## config.mk

```make
export PLATFORM = sky130hd
export DESIGN_NAME = asc_ctrl
export DESIGN_NICKNAME = d
export VERILOG_FILES = /design/src/asc_pkg.sv /design/src/asc_ctrl.sv /design/src/asc_delay.sv
export SDC_FILE = /design/constraint.sdc
export NUM_CORES = 1
export LEC_CHECK = 0
export BUFFER_PORTS_ARGS = -buffer_cell sky130_fd_sc_hd__clkbuf_2
export CAP_MARGIN = 20
export CORE_MARGIN = 5
export CORE_UTILIZATION = 42
export DETAILED_ROUTE_END_ITERATION = 12
export PLACE_DENSITY = 0.77
export SLEW_MARGIN = 20
export SYNTH_ARGS = -nofsm -noshare
export SYNTH_HDL_FRONTEND = slang
export SYNTH_HIERARCHICAL = 1
export SYNTH_SLANG_ARGS = --single-unit
```

## constraint.sdc

```tcl
create_clock -name i_core_clk -period 3.7 [get_ports i_core_clk]
set_clock_uncertainty 0.05 [all_clocks]
set_input_delay 0.185 -clock i_core_clk [delete_from_list [all_inputs] [get_ports i_core_clk]]
set_output_delay 0.185 -clock i_core_clk [all_outputs]
set_load 0.005 [all_outputs]
```

## src/asc_pkg.sv

```systemverilog
// Purpose: constants for the asynchronous static memory controller
// Assumes: 100 MHz core clock, 20-bit word address, 16-bit data
// Notes:   times in ns, cycle counts derived by rounding up
package asc_pkg;
  localparam int unsigned CLK_PERIOD_NS = 10;
  localparam int unsigned ADDR_W        = 20;
  localparam int unsigned DATA_W        = 16;

  // ****************************************
  // interface timing
  // ****************************************
  localparam int unsigned ADDRESS_ACCESS_DELAY_NS  = 45;
  localparam int unsigned SELECT_ACCESS_DELAY_NS   = 45;
  localparam int unsigned GATE_ACCESS_DELAY_NS     = 22;
  localparam int unsigned BYTE_SEL_ACCESS_DELAY_NS = 45;
  localparam int unsigned DESELECT_RELEASE_NS      = 18;
  localparam int unsigned SELECT_TO_WRITE_END_NS   = 35;
  localparam int unsigned ADDRESS_TO_WRITE_END_NS  = 35;
  localparam int unsigned BYTE_SEL_TO_WRITE_END_NS = 35;
  localparam int unsigned WRITE_DATA_LEAD_NS       = 25;

  function automatic int unsigned ns_to_cyc(input int unsigned ns);
    int unsigned c;
    c = (ns + CLK_PERIOD_NS - 1) / CLK_PERIOD_NS;
    return (c < 1) ? 1 : c;
  endfunction : ns_to_cyc

  localparam int unsigned RD_ACC_NS = (ADDRESS_ACCESS_DELAY_NS > SELECT_ACCESS_DELAY_NS)
                                      ? ADDRESS_ACCESS_DELAY_NS : SELECT_ACCESS_DELAY_NS;
  localparam int unsigned WR_WIN_NS = SELECT_TO_WRITE_END_NS;
  // sample two cycles after the access delay so data is settled at the edge
  localparam logic [3:0] RD_CYC  = 4'(ns_to_cyc(RD_ACC_NS) + 1);
  localparam logic [3:0] WR_CYC  = 4'(ns_to_cyc(WR_WIN_NS));
  localparam logic [3:0] REL_CYC = 4'(ns_to_cyc(DESELECT_RELEASE_NS));
  localparam logic [3:0] CNT_RST = 4'h0;

  typedef enum logic [3:0] {
    ASC_IDLE  = 4'b0001,
    ASC_READ  = 4'b0010,
    ASC_WRITE = 4'b0100,
    ASC_TURN  = 4'b1000
  } asc_state_t;
endpackage : asc_pkg

```

## src/asc_ctrl.sv

```systemverilog
// Purpose: clocked controller driving an asynchronous 1M x 16 static memory
// Assumes: pins sampled synchronously; one request at a time
// Notes:   write terminated by write strobe rising; chip select rises on the same edge
//          every interval is a whole number of core cycles, so each access
//          runs 15 ns (write) to 25 ns (read) longer than the memory needs; requests with no lane
//          selected are dropped without an answer
`timescale 1ns/1ps
module asc_ctrl
  import asc_pkg::*;
(
  input  wire logic                          i_core_clk,
  input  wire logic                          i_rst,
  input  wire logic                          i_req,
  input  wire logic                          i_req_write,
  input  wire logic [asc_pkg::ADDR_W-1:0]    i_req_addr,
  input  wire logic [asc_pkg::DATA_W-1:0]    i_req_wdata,
  input  wire logic [1:0]                    i_req_be,
  output logic                               o_ready,
  output logic                               o_done,
  output logic [asc_pkg::DATA_W-1:0]         o_rdata,
  output logic [asc_pkg::ADDR_W-1:0]         o_mem_addr,
  output logic                               o_chip_select_n,
  output logic                               o_chip_select_hi,
  output logic                               o_write_n,
  output logic                               o_gate_n,
  output logic                               o_upper_byte_sel_n,
  output logic                               o_lower_byte_sel_n,
  input  wire logic [asc_pkg::DATA_W-1:0]    i_mem_data,
  output logic [asc_pkg::DATA_W-1:0]         o_mem_data,
  output logic                               o_mem_data_oe_n
);
  import asc_pkg::*;

  asc_state_t state;
  logic       load;
  logic [3:0] load_val;
  logic       tmr_done;
  logic       acc_end;
  logic       turn_end;
  logic [1:0] lane_sel_n;

  // ****************************************
  // interval timer
  // ****************************************
  // one shared timer: accesses never overlap, so one counter serves every phase
  asc_delay u_delay (
    .i_core_clk (i_core_clk),
    .i_rst      (i_rst),
    .i_load     (load),
    .i_value    (load_val),
    .o_done     (tmr_done)
  );

  wire logic take = (state == ASC_IDLE) && i_req && (i_req_be != 2'b00);

  // an access ends on the first edge the timer reads zero; that same edge
  // reloads it for the release gap, so no cycle is lost in between
  assign acc_end  = ((state == ASC_READ) || (state == ASC_WRITE)) && tmr_done;
  assign turn_end = (state == ASC_TURN) && tmr_done;

  always_comb
  begin
    load     = 1'b0;
    load_val = CNT_RST;
    if (take)
    begin
      load     = 1'b1;
      load_val = i_req_write ? WR_CYC : RD_CYC;
    end
    else if (acc_end)
    begin
      load     = 1'b1;
      load_val = REL_CYC;
    end
  end

  // ****************************************
  // sequencer
  // ****************************************
  always_ff @(posedge i_core_clk)
  begin
    if (i_rst)
      state <= ASC_IDLE;
    else
      case (state)
        ASC_IDLE:
          if (take)
            state <= i_req_write ? ASC_WRITE : ASC_READ;
        ASC_READ:
          if (acc_end)
            state <= ASC_TURN;
        ASC_WRITE:
          if (acc_end)
            state <= ASC_TURN;
        ASC_TURN:
          if (turn_end)
            state <= ASC_IDLE;
        default:
          state <= ASC_IDLE;
      endcase
  end

  // ****************************************
  // memory pins
  // ****************************************
  // address and write data latched on take and held through turnaround
  always_ff @(posedge i_core_clk)
  begin
    if (i_rst)
    begin
      o_mem_addr         <= '0;
      o_mem_data         <= '0;
    end
    else if (take)
    begin
      o_mem_addr         <= i_req_addr;
      o_mem_data         <= i_req_wdata;
    end
  end

  // ****************************************
  // byte lanes
  // ****************************************
  // a lane select moves only on take, together with the chip select,
  // so it never toggles while the memory is disabled
  for (genvar g = 0; g < 2; g++)
  begin : g_lane
    always_ff @(posedge i_core_clk)
    begin
      if (i_rst)
        lane_sel_n[g] <= 1'b1;
      else if (take)
        lane_sel_n[g] <= !i_req_be[g];
    end
  end

  assign o_upper_byte_sel_n = lane_sel_n[1];
  assign o_lower_byte_sel_n = lane_sel_n[0];

  // byte selects only change together with chip select, never while disabled
  always_ff @(posedge i_core_clk)
  begin
    if (i_rst)
    begin
      o_chip_select_n  <= 1'b1;
      o_chip_select_hi <= 1'b0;
      o_write_n        <= 1'b1;
      o_gate_n         <= 1'b1;
      o_mem_data_oe_n  <= 1'b1;
    end
    else if (take)
    begin
      o_chip_select_n  <= 1'b0;
      o_chip_select_hi <= 1'b1;
      o_write_n        <= !i_req_write;
      o_gate_n         <= i_req_write;
      o_mem_data_oe_n  <= !i_req_write;
    end
    else if (acc_end)
    begin
      // write ends on strobe rise; data and address held until the next take
      o_write_n        <= 1'b1;
      o_gate_n         <= 1'b1;
      o_chip_select_n  <= 1'b1;
      o_chip_select_hi <= 1'b0;
      o_mem_data_oe_n  <= 1'b1;
    end
  end

  // ****************************************
  // request side
  // ****************************************
  // capture two cycles past the longest access limit, never on the limit itself
  always_ff @(posedge i_core_clk)
  begin
    if (i_rst)
      o_rdata <= '0;
    else if (state == ASC_READ && tmr_done)
      o_rdata <= i_mem_data;
  end

  always_ff @(posedge i_core_clk)
  begin
    if (i_rst)
      o_done <= 1'b0;
    else
      o_done <= acc_end;
  end

  always_ff @(posedge i_core_clk)
  begin
    if (i_rst)
      o_ready <= 1'b0;
    else
      // ready only once the release gap is over, never inside it
      o_ready <= turn_end || ((state == ASC_IDLE) && !take);
  end
endmodule : asc_ctrl

```

## src/asc_delay.sv

```systemverilog
// Purpose: down counter that flags when a programmed cycle count has run out
// Assumes: load and count are synchronous to the core clock
// Notes:   done is high while the count is zero
`timescale 1ns/1ps
module asc_delay
  import asc_pkg::*;
(
  input  wire logic       i_core_clk,
  input  wire logic       i_rst,
  input  wire logic       i_load,
  input  wire logic [3:0] i_value,
  output logic            o_done
);
  logic [3:0] cnt;

  always_ff @(posedge i_core_clk)
  begin
    if (i_rst)
      cnt <= CNT_RST;
    else if (i_load)
      cnt <= i_value;
    else if (cnt != CNT_RST)
      cnt <= cnt - 4'h1;
  end

  // no load term here: the controller's load decode reads o_done, so one
  // would close a combinational loop through this port
  assign o_done = (cnt == CNT_RST);
endmodule : asc_delay

```

==> impl_metrics.env, run 1 <==
export IMPL_outcome="finished clean"
export IMPL_cts_resized=0
export IMPL_worst_slew_pin_transition_ns=1.03
export IMPL_die_area_sq_um=8370
export IMPL_drt_iter0_drc=211
export IMPL_slowest_stage="nor3b_4"
export IMPL_drc_errors=0
export IMPL_std_cell_rows=29
export IMPL_synthFlopType="dfxtp_1"
export IMPL_area_growth_pct=27.4
export IMPL_power_density_nw_per_um2=524
export IMPL_gr_total_overflow=0
export IMPL_synth_most_common_cell="dfxtp_1"
export IMPL_synth_edf_count=0
export IMPL_clock_path_buffers=2
export IMPL_multi_input_area_sq_um=1280
export IMPL_hp_class="input pin to flip-flop"
export IMPL_synth_cell_types=45
export IMPL_fin_setup_tns_ns=0
export IMPL_ys_ff_latch=68
export IMPL_cellLeakagePower_nw=1.51
export IMPL_worst_setup_path_start_kind="flip-flop"
export IMPL_report_final_slew_viol_count=0
export IMPL_grt_pass1_wl_mm=12.6
export IMPL_ios=119
export IMPL_clk_pin_slew_ns=0.07
export IMPL_cts_hold_buf=0
export IMPL_port_buffers=118
export IMPL_period_share_pct=58.6
export IMPL_die_x_um=91.5
export IMPL_grt_max_degree=52
export IMPL_grt_pass1_vias=2721
export IMPL_critical_path_top_delay_family="simple AND/OR/NAND/NOR gates"
export IMPL_ys_seq_area_share_pct=48.8
export IMPL_path_buf_inv=1
export IMPL_hold_violations=0
export IMPL_routedWlPerCell_um=15.2
export IMPL_synthArstFlopShare_pct=0
export IMPL_clk_latency_ns=0.33
export IMPL_die_y_um=91.5
export IMPL_irDropWorstVdd_mv=0.258
export IMPL_cts_htree_levels=3
export IMPL_path_class="flip-flop to flip-flop"
export IMPL_regArea_sq_um=1360
export IMPL_final_min_clock_period_ns=2.17
export IMPL_yosysWarningCount=6
export IMPL_synthTopCellsByCount="dfxtp_1 (68), nand3_1 (55), a21oi_1 (54)"
export IMPL_syn_area_sq_um=2790
export IMPL_post_drt_via_cell_ratio=5.44
export IMPL_finalSetupViolations=0
export IMPL_numCtsBuffers=9
export IMPL_totalWireLength_mm=7.76
export IMPL_track_usage_pct=18.3
export IMPL_cts_tree="done"
export IMPL_holdWs_ns=0.0225
export IMPL_cp_data_required_time_ns=3.86
export IMPL_antenna_found_initial=0
export IMPL_rsz0062_at_grt="false"
export IMPL_cts_root_buffer="clkbuf_8"
export IMPL_hpwlAfterDp_mm=5.43
export IMPL_num_vias=2784
export IMPL_yosysTopAreaCell="dfxtp_1"
export IMPL_gp_congestion=0.750
export IMPL_cts_setup_buffers=0
export IMPL_crit_fanout=9
export IMPL_netlist_instances=330
export IMPL_crit_top_cell="nand2_1"
export IMPL_fmax_mhz=461
export IMPL_clock_sinks=68
export IMPL_drv_cap=0
export IMPL_initial_core_util_pct=43.4
export IMPL_synthTopCellsByArea="dfxtp_1 (49%), nand3_1 (9.9%), a21oi_1 (9.7%)"
export IMPL_end_kind="flip-flop"
export IMPL_synth_top_area_share_pct=48.8
export IMPL_antenna_left=0
export IMPL_path_cells="inv_1 > ha_1 > nor3b_4 > nor3b_1 > nand2_1 > nand2_1 > or2_2 > o32ai_1"
export IMPL_worst_slew_margin_rel_pct=31.5
export IMPL_syn_avg_cell_area_sq_um=8.46
export IMPL_drtPass1Iterations=5
export IMPL_fill_cells=621
export IMPL_antenna_cells=0
export IMPL_max_stage_delay_ns=0.39
export IMPL_core_sq_um=6420
export IMPL_arrival_ns=2.33
export IMPL_layout_drive_gt1_share_pct=34.0
export IMPL_layout_nets=491
[final timing paths]
| check | slack [ns] | startpoint | end | cells after the start |
|---|---|---|---|---|
| setup / recovery | 1.53 | u_delay/cnt[0] | u_delay/cnt[3] | 8 |
| hold / removal | 0.02 | i_req_addr[5] | o_mem_addr[5] | 3 |
| setup reg to reg | 1.53 | u_delay/cnt[0] | u_delay/cnt[3] | 8 |
| hold reg to reg | 0.41 | o_lower_byte_sel_n | o_lower_byte_sel_n | 1 |
[metrics by stage]
step | setup slack (ns) | instances | power (W) | utilization (%) | cell area [sq um]
5_1_grt | 1.32 | 512 | 0.00197 | 55.3 | 3550
3_3_place_gp | 1.69 | 498 | 0.00131 | 52.7 | 3380
3_5_place_dp | 1.56 | 498 | 0.00132 | 52.7 | 3380
4_1_cts | 1.53 | 512 | 0.00188 | 55.3 | 3550
6_report | 1.53 | 512 | 0.00186 | 55.3 | 3550
2_1_floorplan | 1.84 | 331 | 0.00117 | - | 2790
[sequential cells by signal (all words and copies together), names as in the netlist]
register / cells
o_lower_byte_sel_n: 1
o_mem_data: 16
o_mem_addr: 20
o_gate_n: 1
o_rdata: 16
o_upper_byte_sel_n: 1
o_done: 1
o_chip_select_hi: 1
u_delay/cnt: 4
o_ready: 1
o_mem_data_oe_n: 1
o_chip_select_n: 1
state: 4
[power by group]
part | switching, W | internal, W | leakage, nW
Clock | 0.000253 | 0.000302 | 0.0890
Sequential | 0.0000510 | 0.000798 | 0.555
Combinational | 0.000263 | 0.000197 | 0.869
Total | 0.000567 | 0.00130 | 1.51
[worst register-to-register path: cells and delay by family, from the launching register on]
family / cells / cell delay [ns]
AO/OA/AOI/OAI: 1 / 0.08
adder cells (fa/ha/maj): 1 / 0.19
buffers and inverters: 1 / 0.09
AND/OR/NAND/NOR: 5 / 1.32
flip-flops: 1 / 0.32
[cell families (layout without fill, tap and decap cells)]
group,after synthesis,in the layout,synth area share (%)
AOI/OAI and AO/OA,125,125,24.1
muxes,1,1,0.404
xor gates and xnor gates,4,4,1.26
DFF,68,68,48.8
and+or+nand+nor,93,93,19.1
buffers and inverters,37,141,5.83
other,1,2,0.134
adders and majority gates,1,1,0.448
[layout make-up]
type,count,share of cell area [%]
sequential,68,38.3
multi-input combinational,226,36.1
timing repair buffer,123,17.7
clock buffer,11,3.70
tap,77,2.71
clock inverter,3,1.13
inverter,4,0.422
[layer usage]
metal | wire, um | track usage, % | vias to the layer above
met5 | 0 | 0 | -
met4 | 100 | 5.78 | 0
met3 | 809 | 7.77 | 10
met2 | 3560 | 29.6 | 125
met1 | 3290 | 22.1 | 1264
li1 | - | - | 1385
[layout by cell type (no fill, tap or decap), drive strengths merged, types with 2 or more instances in the layout]
master and n:
o22ai 2, nand3 55, clkbuf 129, buf 5, conb 2, xnor2 2, o21ai 55, dfxtp 68
a21oi 55, nor3b 3, nor4b 3, nand2 9, clkinv 2, xor2 2, nor2b 3, inv 4
a211o 2, a31oi 3, nor2 6, nor3 6
Power figures use the tool's default switching activity.
==> run 2: changes to the inputs <==
PLACE_DENSITY = 0.8   (was 0.77)
clock period = 1.94 ns   (was 3.7 ns; I/O delays follow)
==> run 2 against run 1 <==
Effect of this change: wire length rose by 13%; first-iteration DRC count decreased by 34%; clock power grew 95%; sequential power increased by 90%; non-clock buffer count up 65; count of clock-buffer cells in the layout rose by 3; worst setup slack lost 1.4 ns; highest routed layer unchanged.
==> impl_metrics.env, run 2 (synthesized netlist as in run 1, its figures left out) <==
export IMPL_outcome="finished clean"
export IMPL_cts_root_buffer="clkbuf_8"
export IMPL_fmax_mhz=552
export IMPL_clock_path_buffers=2
export IMPL_layout_cells_non_filler=578
export IMPL_stdcell_area_sq_um=4220
export IMPL_report_final_slew_viol_count=0
export IMPL_final_min_clock_period_ns=1.81
export IMPL_regMostFlops="o_mem_addr"
export IMPL_drc_errors=0
export IMPL_clk_latency_ns=0.33
export IMPL_largest_reg_flops=20
export IMPL_hold_violations=0
export IMPL_mostFrequentLayoutCells="clkbuf_2 (118), dfxtp_1 (68), nand3_1 (55)"
export IMPL_drv_cap=0
export IMPL_crit_start="u_delay/cnt[0]"
export IMPL_port_buffers=118
export IMPL_power_density_nw_per_um2=893
export IMPL_num_vias=3134
export IMPL_worst_slew_margin_rel_pct=65.7
export IMPL_track_usage_pct=20.8
export IMPL_post_drt_via_cell_ratio=5.42
export IMPL_hpwlAfterDp_mm=5.39
export IMPL_dp_cells=510
export IMPL_grt_pass1_vias=3137
export IMPL_antenna_left=0
export IMPL_hp_class="input pin to flip-flop"
export IMPL_fill_cells=519
export IMPL_antenna_cells=0
export IMPL_drt_iter0_drc=139
export IMPL_crit_fanout=6
export IMPL_core_sq_um=6420
export IMPL_r2r_start="u_delay/cnt[0]"
export IMPL_multi_input_area_sq_um=1290
export IMPL_gp_congestion=0.784
export IMPL_initial_core_util_pct=43.4
export IMPL_cp_data_required_time_ns=2.13
export IMPL_worst_slack_ns=0.129
export IMPL_end_kind="flip-flop"
export IMPL_clk_pin_slew_ns=0.07
export IMPL_finalSetupViolations=0
export IMPL_cts_setup_buffers=0
export IMPL_final_common_cell="clkbuf_2"
export IMPL_worst_slew_pin_transition_ns=0.515
export IMPL_regArea_sq_um=1360
export IMPL_ios=119
export IMPL_std_cell_rows=29
export IMPL_antenna_found_initial=0
export IMPL_gr_total_overflow=0
export IMPL_die_y_um=91.5
export IMPL_totalWireLength_mm=8.80
export IMPL_min_from="i_req"
export IMPL_rsz0062_at_grt="false"
export IMPL_placed_area_sq_um=3490
export IMPL_arrival_ns=2.00
export IMPL_reg_largest_list="o_mem_addr: 20 flops, o_mem_data: 16 flops, o_rdata: 16 flops"
export IMPL_grt_max_degree=41
export IMPL_routedWlPerCell_um=15.2
export IMPL_die_x_um=91.5
export IMPL_period_share_pct=93.4
export IMPL_cts_tree="done"
export IMPL_layout_drive_gt1_share_pct=32.9
export IMPL_die_area_sq_um=8370
export IMPL_fin_setup_tns_ns=0
export IMPL_drtPass1Iterations=5
export IMPL_cellLeakagePower_nw=1.81
export IMPL_layout_nets=556
export IMPL_pre_cts_ws_ns=0.0730
export IMPL_irDropWorstVdd_mv=0.418
export IMPL_grt_pass1_wl_mm=14.3
export IMPL_clock_sinks=68
export IMPL_area_growth_pct=51.1
export IMPL_worst_setup_path_start_kind="flip-flop"
export IMPL_path_class="flip-flop to flip-flop"
export IMPL_numCtsBuffers=9
export IMPL_cts_htree_levels=3
[run 2: final timing paths]
path                        endpoint  slack [ns]  depth (start not counted)
hold / removal               o_ready        0.11                          4
setup / recovery      u_delay/cnt[3]        0.13                          8
setup reg to reg      u_delay/cnt[3]        0.13                          8
hold reg to reg   o_lower_byte_sel_n        0.42                          1
[run 2: final cells by class]
class,count,area share [%]
Clock inverter,1,0.119
Sequential cell,68,32.3
Inverter,4,0.356
Tap cell,77,2.28
Timing Repair Buffer,188,29.9
Multi-Input combinational cell,226,30.7
Clock buffer,14,4.33
[run 2: power breakdown]
part | total, W | switching, W | internal (W)
logic | 0.00107 | 0.000549 | 0.000524
registers | 0.00161 | 0.0000872 | 0.00152
clock network | 0.00108 | 0.000488 | 0.000596
[run 2: worst max-delay path, stage by stage, from the launching register on]
cell and delay [ns]:
dfxtp_1 0.35, inv_1 0.08, ha_1 0.23, nor3b_4 0.16
nor3b_2 0.17, nand2_1 0.10, nand2_2 0.10, or2_4 0.28
o32ai_1 0.20
[run 2: what timing repair did]
item | 4_1_cts | 5_1_grt
hold endpoints to repair | 53 | 0
endpoints found under the setup margin | 0 | 6
hold buffers | 53 | 0
resized for setup | 0 | 4
[run 2: through the flow]
stage	hold WS [ns]	utilization (%)	power, W
CTS	0.0965	65.5	0.00378
floorplan	0.126	-	0.00224
global route	0.119	65.7	0.00398
detailed placement	0.288	54.3	0.00260
global placement	0.281	54.3	0.00258
finish	0.112	65.7	0.00376
[run 2: per-layer routing]
layer | share of wire (%) | GRT usage [%] | up-vias | routed length (um)
li1 | - | - | 1515 | -
met2 | 49 | 35.8 | 153 | 4340
met1 | 39 | 23.2 | 1448 | 3460
met5 | 0 | 0 | - | 0
met4 | 1.9 | 9.30 | 0 | 164
met3 | 9.5 | 7.02 | 18 | 833
==> run 3: changes to the inputs <==
--- a/config.mk
+++ b/config.mk
@@ -10,5 +10,5 @@
 export CORE_MARGIN = 5
-export CORE_UTILIZATION = 42
+export CORE_UTILIZATION = 35
 export DETAILED_ROUTE_END_ITERATION = 12
-export PLACE_DENSITY = 0.8
+export PLACE_DENSITY = 0.69
 export SLEW_MARGIN = 20
==> constraint.sdc (replaced) <==
create_clock -name i_core_clk -period 1.94 [get_ports i_core_clk]
set_clock_uncertainty 0.05 [all_clocks]
set_input_delay 0 -clock i_core_clk [delete_from_list [all_inputs] [get_ports i_core_clk]]
set_output_delay 0 -clock i_core_clk [all_outputs]
set_load 0.005 [all_outputs]
==> run 3 against run 2 <==
Effect of this change: cell area up 0.42%; critical endpoint unchanged; maximum frequency shrank 1.7%; worst hold slack worse by 0.070 ns; utilization decreased by 11 points; register-to-register slack got worse by 0.03 ns; first-iteration DRC count is 29% lower; final cell count is 4.3% higher; critical path depth unchanged; die area rose by 18%; sequential power is essentially flat.
==> impl_metrics.env, run 3 (synthesized netlist as in run 1, its figures left out) <==
export IMPL_worst_slack_ns=0.0967
export IMPL_track_usage_pct=17.5
export IMPL_period_share_pct=95.0
export IMPL_internal_power_w=0.00253
export IMPL_seq_power_share_pct=43.7
export IMPL_p_comb_share_pct=29.7
export IMPL_gp_congestion=0.828
export IMPL_hold_violations=0
export IMPL_final_core_util_pct=54.8
export IMPL_path_class="flip-flop to flip-flop"
export IMPL_worst_setup_path_start_kind="flip-flop"
export IMPL_critical_path_top_delay_family="simple AND/OR/NAND/NOR gates"
export IMPL_antenna_found_initial=0
export IMPL_slowest_stage="or2_2"
export IMPL_clock_sinks=68
export IMPL_core_sq_um=7730
export IMPL_power_density_nw_per_um2=869
export IMPL_clk_latency_ns=0.33
export IMPL_cts_root_buffer="clkbuf_8"
export IMPL_rrSetupSlack_ns=0.1
export IMPL_min_delay_path_depth=4
export IMPL_crit_start="u_delay/cnt[0]"
export IMPL_initial_core_util_pct=36.1
export IMPL_pre_cts_ws_ns=0.102
export IMPL_gr_total_overflow=0
export IMPL_max_stage_delay_ns=0.35
export IMPL_die_y_um=99.3
export IMPL_totalWireLength_mm=8.81
export IMPL_port_buffers=118
export IMPL_hp_class="input pin to flip-flop"
export IMPL_clk_pin_slew_ns=0.07
export IMPL_cellLeakagePower_nw=1.80
export IMPL_largest_reg_flops=20
export IMPL_grt_pass1_vias=3127
export IMPL_irDropWorstVdd_mv=0.472
export IMPL_std_cell_rows=32
export IMPL_drtPass1Iterations=4
export IMPL_reg2reg_depth=8
export IMPL_crit_fanout=6
export IMPL_r2r_start="u_delay/cnt[0]"
export IMPL_num_vias=3089
export IMPL_dp_cells=535
export IMPL_report_final_slew_viol_count=0
export IMPL_layout_cells_non_filler=603
export IMPL_antenna_left=0
export IMPL_post_drt_via_cell_ratio=5.12
export IMPL_area_growth_pct=51.7
export IMPL_reg_largest_list="o_mem_addr: 20 flops, o_mem_data: 16 flops, o_rdata: 16 flops"
export IMPL_outcome="finished clean"
export IMPL_grt_pass1_wl_mm=14.3
export IMPL_regMostFlops="o_mem_addr"
export IMPL_mostFrequentLayoutCells="clkbuf_2 (118), dfxtp_1 (67), nand3_1 (55)"
export IMPL_hold_path_end="o_gate_n"
export IMPL_drv_cap=0
export IMPL_antenna_cells=0
export IMPL_clkPwrFrac_pct=26.6
export IMPL_die_area_sq_um=9860
export IMPL_path_cells="inv_1 > ha_1 > nor3b_4 > nor3b_2 > nand2_1 > nand2_2 > or2_2 > o32ai_2"
export IMPL_r2r_end="u_delay/cnt[3]"
export IMPL_cp_data_required_time_ns=2.14
export IMPL_end_kind="flip-flop"
export IMPL_switchingPower_w=0.00115
export IMPL_hpwlAfterDp_mm=5.48
export IMPL_ios=119
export IMPL_path_buf_inv=1
export IMPL_p_sw_share_pct=31.3
export IMPL_cts_tree="done"
export IMPL_fmax_mhz=543
export IMPL_die_x_um=99.3
export IMPL_fin_setup_tns_ns=0
export IMPL_numCtsBuffers=9
export IMPL_arrival_ns=2.04
export IMPL_final_min_clock_period_ns=1.84
export IMPL_layout_nets=557
export IMPL_final_common_cell="clkbuf_2"
export IMPL_grt_max_degree=40
export IMPL_routedWlPerCell_um=14.6
export IMPL_clock_path_buffers=2
export IMPL_cts_htree_levels=3
export IMPL_min_from="i_req"
export IMPL_drc_errors=0
export IMPL_layout_drive_gt1_share_pct=33.3
export IMPL_finalSetupViolations=0
export IMPL_drt_iter0_drc=99
[run 3: changes by cell type in the layout (fill, tap and decap cells not counted), sizes merged]
| cell | previous run | this run |
|---|---|---|
| clkinvlp | 0 | 1 |
| dlygate4sd3 | 53 | 54 |
| clkbuf | 132 | 130 |
[run 3: worst min-delay path, delay by kind of cell]
kind / cells / cell delay (ns)
AO/OA/AOI/OAI: 2 / 0.23
buffers and inverters: 1 / 0.10
AND/OR/NAND/NOR: 1 / 0.07
[run 3: power by group through the flow]
stage / Combinational, W / Clock (W) / Sequential [W]
2_1_floorplan: 0.000616 / 0 / 0.00162
3_3_place_gp: 0.000947 / 0 / 0.00163
3_5_place_dp: 0.000965 / 0 / 0.00163
4_1_cts: 0.00106 / 0.00101 / 0.00160
5_1_grt: 0.00120 / 0.00108 / 0.00162
6_report: 0.00109 / 0.000979 / 0.00161
[run 3: worst max-delay path by stage]
stage,slack (ns),cells past startpoint,end
after global routing,-0.03,8,u_delay/cnt[3]
after detailed placement,0.10,8,u_delay/cnt[3]
after floorplan,0.08,8,u_delay/cnt[3]
after CTS,0.08,8,u_delay/cnt[3]
after global placement,0.16,8,u_delay/cnt[3]
final,0.1,8,u_delay/cnt[3]
[run 3: timing repair]
| action | CTS | global route |
|---|---|---|
| endpoints found under the hold margin | 58 | 0 |
| resized for setup | 0 | 9 |
| setup endpoints to repair | 0 | 21 |
| setup buffers | 0 | 0 |
| hold buffers | 54 | 0 |
[run 3: per-layer routing]
layer	GRT usage, %	vias up	part of all wire (%)
met4	7.35	0	2.1
met5	0	-	0
li1	-	1519	-
met3	5.26	18	8.1
met1	20.3	1426	42
met2	29.9	126	48
[run 3: metrics by stage]
stage	power (W)	instance area (sq um)	hold WS, ns
2_1_floorplan	0.00224	2790	0.0293
3_3_place_gp	0.00257	3500	0.185
3_5_place_dp	0.00260	3500	0.190
4_1_cts	0.00367	4200	0.0376
5_1_grt	0.00390	4230	0.0489
6_report	0.00368	4230	0.0423
[run 3: layout make-up]
class	instances	area, sq um
clock buffers	12	145
clock inverters	2	12.5
fillers	675	3490
inverters	4	15.0
multi-input cells	226	1310
flip-flops and latches	68	1360
well taps	102	128
repair buffers	189	1260
